### src/design/bir_params.svh
`ifndef BIR_PARAMS_SVH
`define BIR_PARAMS_SVH
`define BIR_ADDR_W 8
`define BIR_OFF_CTRL 8'h00
`define BIR_OFF_CMD 8'h04
`define BIR_OFF_STATUS 8'h08
`define BIR_OFF_SCREEN 8'h0C
`define BIR_OFF_TABLE 8'h40
`define BIR_TABLE_DEPTH 16
`define BIR_CTRL_MODE_LO 0
`define BIR_CTRL_MODE_HI 1
`define BIR_CTRL_IDLE_LO 2
`define BIR_CTRL_IDLE_HI 3
`define BIR_CTRL_RESUME 4
`define BIR_CTRL_CHECK 5
`define BIR_CMD_BUZZ_SEL 0
`define BIR_CMD_IDLE_SEL 1
`define BIR_CMD_RESUME_SEL 2
`define BIR_CMD_HOST_START 3
`define BIR_CMD_PAT_LO 4
`define BIR_CMD_PAT_HI 6
`define BIR_CMD_HOST_STOP 7
`define BIR_CMD_SCREEN 8
`define BIR_CMD_INIT_TABLE 9
`define BIR_CMD_PRINT 10
`define BIR_ST_BUZZER 0
`define BIR_ST_BLANKED 1
`define BIR_ST_HOST 2
`define BIR_ST_ATTR 3
`define BIR_ST_ERR 4
`define BIR_ST_REFUSED 5
`define BIR_ST_WB_BUSY 6
`define BIR_RESP_OKAY 2'h0
`define BIR_RESP_SLVERR 2'h2
`define BIR_CLK_HZ 250000000
`define BIR_SHORT_MS 500
`define BIR_LONG_MS 1000
`define BIR_IDLE_SHORT_S 600
`define BIR_IDLE_LONG_S 3600
`define BIR_RESUME_RST 1'h0
`endif

### src/design/bir_pkg.sv
package bir_pkg;
	typedef enum logic [1:0] {BM_ON, BM_ERR_ON, BM_OFF} bir_buzz_mode_type;
	typedef enum logic [1:0] {IT_10MIN, IT_1HOUR, IT_NONE} bir_idle_type;
	typedef enum logic [1:0] {TONE_CONT, TONE_SHORT, TONE_LONG} bir_tone_type;
	typedef struct packed {
		logic [7:0] awaddr;
		logic awvalid;
		logic [31:0] wdata;
		logic [3:0] wstrb;
		logic wvalid;
		logic bready;
		logic [7:0] araddr;
		logic arvalid;
		logic rready;
	} bir_axi_req_type;
	typedef struct packed {
		logic awready;
		logic wready;
		logic bvalid;
		logic [1:0] bresp;
		logic arready;
		logic rvalid;
		logic [31:0] rdata;
		logic [1:0] rresp;
	} bir_axi_rsp_type;
endpackage

### src/design/bir_buzzer_idle_resume.sv
`timescale 1ns/10ps
`default_nettype none
`include "bir_params.svh"
module bir_buzzer_idle_resume
	import bir_pkg::*;
#(
	parameter int TABLE_DEPTH = `BIR_TABLE_DEPTH,
	parameter logic [31:0] SHORT_CYC = 32'(`BIR_CLK_HZ / 1000 * `BIR_SHORT_MS),
	parameter logic [31:0] LONG_CYC = 32'(`BIR_CLK_HZ / 1000 * `BIR_LONG_MS),
	parameter logic [39:0] IDLE_SHORT_CYC = 40'(64'(`BIR_CLK_HZ) * `BIR_IDLE_SHORT_S),
	parameter logic [39:0] IDLE_LONG_CYC = 40'(64'(`BIR_CLK_HZ) * `BIR_IDLE_LONG_S),
	parameter bit COLOUR_MODEL = 1'b1
)
(
	input wire logic aclk,
	input wire logic aresetn,
	input wire bir_axi_req_type axi_req,
	output bir_axi_rsp_type axi_rsp,
	input wire logic err_event,
	input wire logic screen_change,
	input wire logic screen_buzz_attr,
	input wire logic [2:0] screen_pattern,
	input wire logic touch_press,
	input wire logic touch_stop_press,
	input wire logic popup_active,
	input wire logic term_restart,
	input wire logic run_entry,
	input wire logic wb_ready,
	output logic buzzer,
	output logic display_on,
	output logic backlight_on,
	output logic redisplay_req,
	output logic print_start,
	output logic wb_valid,
	output logic [$clog2(TABLE_DEPTH)-1:0] wb_index,
	output logic [31:0] wb_data
);
	localparam int IW = $clog2(TABLE_DEPTH);
	localparam logic [`BIR_ADDR_W-1:0] TABLE_END = `BIR_ADDR_W'(`BIR_OFF_TABLE + 4 * TABLE_DEPTH);

	typedef struct packed {
		logic aw_got;
		logic w_got;
		logic [7:0] awaddr;
		logic [31:0] wdata;
		logic [3:0] wstrb;
		bir_axi_rsp_type rsp;
		bir_buzz_mode_type mode;
		bir_idle_type idle;
		logic resume;
		logic check;
		logic host_req;
		bir_tone_type host_tone;
		logic attr_req;
		bir_tone_type attr_tone;
		logic err_req;
		bir_tone_type tone;
		logic phase;
		logic [31:0] tone_cnt;
		logic [39:0] idle_cnt;
		logic disp_on;
		logic bl_on;
		logic scr_attr;
		logic active;
		logic [31:0] screen;
		logic refused;
		logic wb_busy;
		logic wb_valid;
		logic [IW-1:0] wb_idx;
		logic [31:0] wb_data;
		logic [TABLE_DEPTH-1:0][31:0] table_mem;
		logic buzzer;
		logic redisplay;
		logic print_go;
	} bir_state_type;

	bir_state_type s;
	bir_state_type next_s;

	function automatic bir_tone_type pick_tone(input logic [2:0] req);
		if (req[0])
			return TONE_CONT;
		else if (req[1])
			return TONE_SHORT;
		else
			return TONE_LONG;
	endfunction

	function automatic logic [31:0] lane_mask(input logic [3:0] strb);
		return {{8{strb[3]}}, {8{strb[2]}}, {8{strb[1]}}, {8{strb[0]}}};
	endfunction

	always_comb
	begin
		logic [31:0] cmd;
		logic [31:0] mask;
		logic [IW-1:0] widx;
		logic [IW-1:0] ridx;
		logic stop_all;
		logic attr_take;
		logic want;
		logic [31:0] interval;
		logic [39:0] idle_limit;
		logic restore;
		logic restart;
		bir_tone_type sel;
		logic start_wb;
		logic clear_tbl;
		cmd = '0;
		sel = TONE_CONT;
		start_wb = 1'b0;
		clear_tbl = 1'b0;
		mask = '0;
		widx = '0;
		ridx = '0;
		stop_all = 1'b0;
		attr_take = 1'b0;
		want = 1'b0;
		interval = '0;
		idle_limit = '0;
		restore = 1'b0;
		restart = 1'b0;
		next_s = s;
		next_s.redisplay = 1'b0;
		next_s.print_go = 1'b0;

		// write channel: address and data may arrive in either order
		if (s.rsp.bvalid && axi_req.bready)
			next_s.rsp.bvalid = 1'b0;
		if (axi_req.awvalid && s.rsp.awready)
		begin
			next_s.aw_got = 1'b1;
			next_s.awaddr = axi_req.awaddr;
		end
		if (axi_req.wvalid && s.rsp.wready)
		begin
			next_s.w_got = 1'b1;
			next_s.wdata = axi_req.wdata;
			next_s.wstrb = axi_req.wstrb;
		end
		if (next_s.aw_got && next_s.w_got && !next_s.rsp.bvalid)
		begin
			mask = lane_mask(next_s.wstrb);
			widx = next_s.awaddr[IW+1:2];
			next_s.aw_got = 1'b0;
			next_s.w_got = 1'b0;
			next_s.rsp.bvalid = 1'b1;
			next_s.rsp.bresp = `BIR_RESP_OKAY;
			if (next_s.awaddr == `BIR_OFF_CTRL)
			begin
				if (next_s.wstrb[0])
				begin
					next_s.mode = bir_buzz_mode_type'(next_s.wdata[`BIR_CTRL_MODE_HI:`BIR_CTRL_MODE_LO]);
					next_s.idle = bir_idle_type'(next_s.wdata[`BIR_CTRL_IDLE_HI:`BIR_CTRL_IDLE_LO]);
					next_s.resume = next_s.wdata[`BIR_CTRL_RESUME];
					next_s.check = next_s.wdata[`BIR_CTRL_CHECK];
				end
			end
			else if (next_s.awaddr == `BIR_OFF_CMD)
				cmd = next_s.wdata & mask;
			else if (next_s.awaddr == `BIR_OFF_STATUS)
			begin
				if (next_s.wstrb[0] && next_s.wdata[`BIR_ST_REFUSED])
					next_s.refused = 1'b0;
			end
			else if (next_s.awaddr == `BIR_OFF_SCREEN)
				next_s.screen = (s.screen & ~mask) | (next_s.wdata & mask);
			else if (next_s.awaddr >= `BIR_OFF_TABLE && next_s.awaddr < TABLE_END && next_s.awaddr[1:0] == 2'h0)
				next_s.table_mem[widx] = (s.table_mem[widx] & ~mask) | (next_s.wdata & mask);
			else
				next_s.rsp.bresp = `BIR_RESP_SLVERR;
		end
		next_s.rsp.awready = !next_s.aw_got && !next_s.rsp.bvalid;
		next_s.rsp.wready = !next_s.w_got && !next_s.rsp.bvalid;

		// read channel: rdata is registered, so it stands until rready
		if (s.rsp.rvalid && axi_req.rready)
			next_s.rsp.rvalid = 1'b0;
		if (axi_req.arvalid && s.rsp.arready)
		begin
			ridx = axi_req.araddr[IW+1:2];
			next_s.rsp.rvalid = 1'b1;
			next_s.rsp.rresp = `BIR_RESP_OKAY;
			next_s.rsp.rdata = '0;
			if (axi_req.araddr == `BIR_OFF_CTRL)
			begin
				next_s.rsp.rdata[`BIR_CTRL_MODE_HI:`BIR_CTRL_MODE_LO] = s.mode;
				next_s.rsp.rdata[`BIR_CTRL_IDLE_HI:`BIR_CTRL_IDLE_LO] = s.idle;
				next_s.rsp.rdata[`BIR_CTRL_RESUME] = s.resume;
				next_s.rsp.rdata[`BIR_CTRL_CHECK] = s.check;
			end
			else if (axi_req.araddr == `BIR_OFF_STATUS)
			begin
				next_s.rsp.rdata[`BIR_ST_BUZZER] = s.buzzer;
				next_s.rsp.rdata[`BIR_ST_BLANKED] = !s.disp_on;
				next_s.rsp.rdata[`BIR_ST_HOST] = s.host_req;
				next_s.rsp.rdata[`BIR_ST_ATTR] = s.attr_req;
				next_s.rsp.rdata[`BIR_ST_ERR] = s.err_req;
				next_s.rsp.rdata[`BIR_ST_REFUSED] = s.refused;
				next_s.rsp.rdata[`BIR_ST_WB_BUSY] = s.wb_busy;
			end
			else if (axi_req.araddr == `BIR_OFF_SCREEN)
				next_s.rsp.rdata = s.screen;
			else if (axi_req.araddr >= `BIR_OFF_TABLE && axi_req.araddr < TABLE_END && axi_req.araddr[1:0] == 2'h0)
				next_s.rsp.rdata = s.table_mem[ridx];
			else if (axi_req.araddr != `BIR_OFF_CMD)
				next_s.rsp.rresp = `BIR_RESP_SLVERR;
		end
		next_s.rsp.arready = !next_s.rsp.rvalid;
		if (cmd[`BIR_CMD_BUZZ_SEL])
			next_s.mode = (s.mode == BM_ON) ? BM_ERR_ON : ((s.mode == BM_ERR_ON) ? BM_OFF : BM_ON);
		if (cmd[`BIR_CMD_IDLE_SEL])
			next_s.idle = (s.idle == IT_10MIN) ? IT_1HOUR : ((s.idle == IT_1HOUR) ? IT_NONE : IT_10MIN);
		if (cmd[`BIR_CMD_RESUME_SEL])
			next_s.resume = !s.resume;
		// requests: clears first, so a set in the same cycle wins
		stop_all = cmd[`BIR_CMD_HOST_STOP] || (screen_change && !screen_buzz_attr);
		stop_all = stop_all || (touch_stop_press && s.scr_attr);
		next_s.host_req = s.host_req && !stop_all;
		next_s.attr_req = s.attr_req && !stop_all;
		next_s.err_req = s.err_req && !stop_all;
		next_s.scr_attr = screen_change ? screen_buzz_attr : s.scr_attr;
		// a host command in the same cycle wins over the new screen's attribute
		attr_take = screen_change && screen_buzz_attr && !cmd[`BIR_CMD_HOST_START] && !cmd[`BIR_CMD_HOST_STOP];
		if (attr_take)
		begin
			next_s.attr_req = 1'b1;
			next_s.attr_tone = pick_tone(screen_pattern);
		end
		if (cmd[`BIR_CMD_HOST_START])
		begin
			next_s.host_req = 1'b1;
			next_s.host_tone = pick_tone(cmd[`BIR_CMD_PAT_HI:`BIR_CMD_PAT_LO]);
		end
		if (err_event)
			next_s.err_req = 1'b1;
		if (s.check)
		begin
			want = 1'b1;
			sel = TONE_CONT;
		end
		else if (s.mode == BM_ON && (next_s.host_req || next_s.attr_req || next_s.err_req))
		begin
			want = 1'b1;
			if (next_s.host_req)
				sel = next_s.host_tone;
			else if (next_s.attr_req)
				sel = next_s.attr_tone;
		end
		else if (s.mode == BM_ERR_ON)
			want = next_s.err_req;
		else
			want = 1'b0;
		// intermittent tones: on and off halves each last one interval
		interval = (sel == TONE_SHORT) ? SHORT_CYC : LONG_CYC;
		if (!want || !s.active || sel != s.tone)
		begin
			next_s.tone_cnt = '0;
			next_s.phase = 1'b1;
		end
		else if (sel != TONE_CONT && s.tone_cnt == interval - 32'h1)
		begin
			next_s.tone_cnt = '0;
			next_s.phase = !s.phase;
		end
		else if (sel != TONE_CONT)
			next_s.tone_cnt = s.tone_cnt + 32'h1;
		next_s.active = want;
		next_s.tone = sel;
		next_s.buzzer = want && (sel == TONE_CONT || next_s.phase);
		// value writes to the screen word are not activity and do not wake
		idle_limit = (s.idle == IT_1HOUR) ? IDLE_LONG_CYC : IDLE_SHORT_CYC;
		restore = touch_press || touch_stop_press || screen_change || cmd[`BIR_CMD_SCREEN];
		restart = restore || cmd[`BIR_CMD_IDLE_SEL];
		if (restart || s.idle == IT_NONE || !s.disp_on)
			next_s.idle_cnt = '0;
		else if (s.idle_cnt == idle_limit - 40'h1)
		begin
			next_s.idle_cnt = '0;
			next_s.disp_on = 1'b0;
			next_s.bl_on = !COLOUR_MODEL;
		end
		else
			next_s.idle_cnt = s.idle_cnt + 40'h1;
		if (restore)
		begin
			next_s.disp_on = 1'b1;
			next_s.bl_on = 1'b1;
		end
		// pop-up and hard copy share one memory
		next_s.refused = next_s.refused || (cmd[`BIR_CMD_PRINT] && popup_active);
		next_s.print_go = cmd[`BIR_CMD_PRINT] && !popup_active;
		if (s.wb_valid && wb_ready && s.wb_idx == IW'(TABLE_DEPTH - 1))
		begin
			next_s.wb_valid = 1'b0;
			next_s.wb_busy = 1'b0;
		end
		else if (s.wb_valid && wb_ready)
		begin
			next_s.wb_idx = s.wb_idx + IW'(1);
			next_s.wb_data = s.table_mem[s.wb_idx + IW'(1)];
		end
		start_wb = (term_restart || run_entry) && s.resume;
		next_s.redisplay = cmd[`BIR_CMD_SCREEN] || start_wb;
		if (start_wb)
		begin
			next_s.wb_busy = 1'b1;
			next_s.wb_valid = 1'b1;
			next_s.wb_idx = '0;
			next_s.wb_data = s.table_mem[0];
		end
		// without resume nothing is retained; initialize clears always
		clear_tbl = cmd[`BIR_CMD_INIT_TABLE] || ((term_restart || run_entry) && !s.resume);
		if (clear_tbl)
			next_s.table_mem = '0;
	end
	always_ff @(posedge aclk)
	begin
		if (!aresetn)
		begin
			s <= '0;
			s.idle <= IT_NONE;
			s.resume <= `BIR_RESUME_RST;
			s.disp_on <= 1'b1;
			s.bl_on <= 1'b1;
			s.rsp.awready <= 1'b1;
			s.rsp.wready <= 1'b1;
			s.rsp.arready <= 1'b1;
		end
		else
			s <= next_s;
	end
	assign axi_rsp = s.rsp;
	assign buzzer = s.buzzer;
	assign display_on = s.disp_on;
	assign backlight_on = s.bl_on;
	assign redisplay_req = s.redisplay;
	assign print_start = s.print_go;
	assign wb_valid = s.wb_valid;
	assign wb_index = s.wb_idx;
	assign wb_data = s.wb_data;
endmodule
`default_nettype wire

### config.mk
export PLATFORM = sky130hd
export DESIGN_NAME = bir_buzzer_idle_resume
export DESIGN_NICKNAME = d
export VERILOG_FILES = /design/src/design/bir_pkg.sv /design/src/design/bir_buzzer_idle_resume.sv
export VERILOG_INCLUDE_DIRS = /design/src /design/src/design
export SDC_FILE = /design/constraint.sdc
export NUM_CORES = 2
export LEC_CHECK = 0
export BUFFER_PORTS_ARGS = -buffer_cell sky130_fd_sc_hd__clkbuf_2
export CAP_MARGIN = 5
export CORE_MARGIN = 1.5
export CORE_UTILIZATION = 45
export DETAILED_ROUTE_END_ITERATION = 10
export GPL_ROUTABILITY_DRIVEN = 1
export GPL_TIMING_DRIVEN = 0
export PLACE_DENSITY = 0.64
export SYNTH_ARGS = -nofsm -noshare
export SYNTH_HDL_FRONTEND = slang
export SYNTH_SLANG_ARGS = --single-unit
### constraint.sdc
create_clock -name aclk -period 5.2 [get_ports aclk]
set_input_delay 0.78 -clock aclk [delete_from_list [all_inputs] [get_ports aclk]]
set_output_delay 0.78 -clock aclk [all_outputs]
set_load 0.01 [all_outputs]
==> impl_metrics.yaml <==
run_status:
  status: "finished with violations"
  violations: "setup timing"
synth:
  synth_area_leader_cell: "dfxtp_1"
  ys_async_sr_fraction: 0
  synth_area_leaders: "dfxtp_1 (37%), mux4_2 (25%), nand2_1 (11%)"
  yosysSeqAreaShare: 0.371
  syn-instance-count: 4411
  syn_area_um2: 41000
  ys_ff_latch: 761
  yosysWarnings: 0
  avgSynthCellArea_um2: 9.30
  synthDominantCellAreaShare: 0.371
  synth_cell_types: 72
  synth_edf_count: 0
  synth-main-ff-cell: "dfxtp_1"
die:
  die_y_um: 305
  core_area_um2: 90100
  rows: 110
  initial_core_util: 0.455
  die_w_um: 305
  io-pin-count: 154
  dieArea_um2: 93000
worst_setup_path:
  worstPathRequired_ns: 5.74
  start_kind: "flip-flop"
  regToRegEndpoint: "wb_data[11]"
  worstPathArrival_ns: 5.81
  reg2reg_from: "wb_index[0]"
  critical_path.endpoint_type: "flip-flop"
  reg2reg_depth: 10
  criticalPathCategory: "reg -> reg"
  rrSetupSlack_ns: -0.07
  crit_fanout: 10
cts:
  cts_sinks: 761
  cts_buffer_depth: 3
  numCtsBuffers: 85
  clock_latency_ns: 0.69
  root_buffer: "clkbuf_16"
  clk_pin_slew_ns: 0.06
  cts_setup_buffers: 0
  cts_tree: "done"
  h-tree-depth: 3
pwr:
  power_leakage_nw: 15.4
  p_total_w: 0.0145
  p_per_area_nw_per_um2: 314
  ir_worst_vdd_uv: 223
global_route:
  grt-ovfl-total: 0
  grt_util_all_layers: 0.372
  grt_pass1_wl_um: 250000
  antenna_found_initial: 6
  grt_pass1_vias: 35900
  grt_max_degree: 14
run:
  cap_violations: 0
worst_hold_path:
  whs_path_depth: 2
  min_from: "popup_active"
  hold_class: "in -> reg"
  holdPathEnd: "print_start"
timing:
  drv_slew: 0
  fmax_ghz: 0.190
  finalCriticalPeriod_ns: 5.27
  worst_pin_slew_ns: 1.48
  period_share: 1.01
  grt_setup_unrepaired: "no"
  finClkSkew_ns: 0.0392
  final_hold_viol_count: 0
  slew_headroom: 0.0139
  holdWs_ns: 0.349
  fin_ws_ns: -0.0708
  setup_viol: 31
placement:
  port_buffers: 145
  dp_hpwl_um: 128000
  gp_congestion: 1.03
route:
  drc: 0
  num_vias: 38800
  postRouteAntennaNets: 0
  post_drt_wl_per_cell_um: 30.1
  dr.pass1.iters: 8
  totalWireLength_um: 177000
  viasPerCell: 6.59
  drt_first_iter_violations: 6715
final_layout:
  area_growth_pct: 12.9
  drive_above_1_share: 0.186
  seq_area_um2: 15200
  fill_cells: 8388
  final_cell_mix: "nand2_1 (1246), dfxtp_1 (761), a21oi_1 (576)"
  final_common_cell: "nand2_1"
  multi_input_area_um2: 23700
  nets: 4729
[report_power, final]
group          internal (W)  switching (W)  leakage (nW)
registers           0.00589      0.0000320          6.14
clock network       0.00372        0.00267          1.41
logic              0.000523        0.00169          7.84
total                0.0101        0.00439          15.4
[metrics by stage]
step	setup WS (ns)	TNS [ns]	cell area, um2	utilization	std cells
after global placement	-0.510	-101.24	43200	0.479	5733
after detailed placement	-0.534	-107.03	43300	0.480	5735
after CTS	0.0254	0	46100	0.512	5885
after global routing	0.0153	0	46300	0.513	5894
after floorplan	1.61	0	41000	-	4412
final	-0.0708	-0.755	46300	0.514	5897
[per-layer routing]
layer | vias up | routed length, um | GRT usage
li1 | 16100 | - | -
met1 | 18800 | 64100 | 0.467
met2 | 3246 | 74400 | 0.538
met3 | 658 | 29000 | 0.170
met4 | 10 | 9720 | 0.183
met5 | - | 131 | 0
[how the worst max path moves through the flow]
stage / start / endpoint / slack (ns) / cells after the start
2_1_floorplan: axi_req[11] / s[631] / 1.61 / 12
3_3_place_gp: axi_req[11] / s[131] / -0.51 / 9
3_5_place_dp: axi_req[11] / s[99] / -0.53 / 9
4_1_cts: axi_rsp[39] / s[99] / 0.03 / 8
5_1_grt: wb_index[0] / wb_data[8] / 0.02 / 10
6_report: wb_index[0] / wb_data[11] / -0.07 / 10
[final cells by class]
| cell class | instances | share of cell area |
|---|---|---|
| multi-input combinational | 3172 | 0.511 |
| buffer | 460 | 0.0451 |
| inverter | 19 | 0.00154 |
| clock inverter | 21 | 0.00692 |
| clock buffer | 129 | 0.0550 |
| antenna | 3 | 0.000162 |
| sequential | 761 | 0.329 |
| timing repair buffer | 156 | 0.0191 |
| tap | 1176 | 0.0318 |
[cell families (layout without fill, tap and decap cells)]
family,Yosys count,after routing,share of synthesized area
AND/OR/NAND/NOR,1757,1757,0.179
AO/OA/AOI/OAI,809,809,0.115
flip-flops,761,761,0.371
multiplexers,535,535,0.268
buffers and inverters,479,785,0.0522
XOR/XNOR,66,66,0.0141
adder cells (fa/ha/maj),3,3,0.000915
other,1,5,0.0000914
[cell usage after synthesis, drive strengths merged (4+ instances only)]
library cell and instances:
buf 148, or3 13, mux4 448, a211oi 11, dfxtp 761, nor4 17, o21a 7, nor4b 5
and2 43, clkbuf 312, a31oi 17, or4 4, nand4 21, a22oi 29, nor3b 7, mux2i 79
nand2b 8, o211a 63, nor2b 40, a221oi 7, xnor2 42, inv 19, a21boi 10, nand2 1248
nor2 166, mux2 8, and3 18, o21ai 58, and4 7, nand3 79, o211ai 5, o31ai 6
a21oi 578, nor3 70, xor2 24
[flip-flops by register name (all words and copies together) (netlist names), named ones only]
| name | flops |
|---|---|
| s | 650 |
| wb_index | 4 |
| buzzer | 1 |
| print_start | 1 |
| wb_data | 32 |
| redisplay_req | 1 |
| backlight_on | 1 |
| axi_rsp | 39 |
[timing repair]
action	CTS	global route
resized for setup	0	11
hold buffers	0	0
endpoints found under the setup margin	0	153
[worst max-delay path, cell delays in order, from the launching register on]
cell and delay, ns:
dfxtp_1 0.41, clkbuf_1 0.53, clkbuf_1 0.59, clkdlybuf4s15_1 0.85, nand3_1 0.24, xor2_2 0.63, clkdlybuf4s15_1 0.99, mux4_2 0.47
mux2i_1 0.16, nand2_1 0.08, o211a_1 0.17
Note: power is estimated with default switching activity, not from simulation.
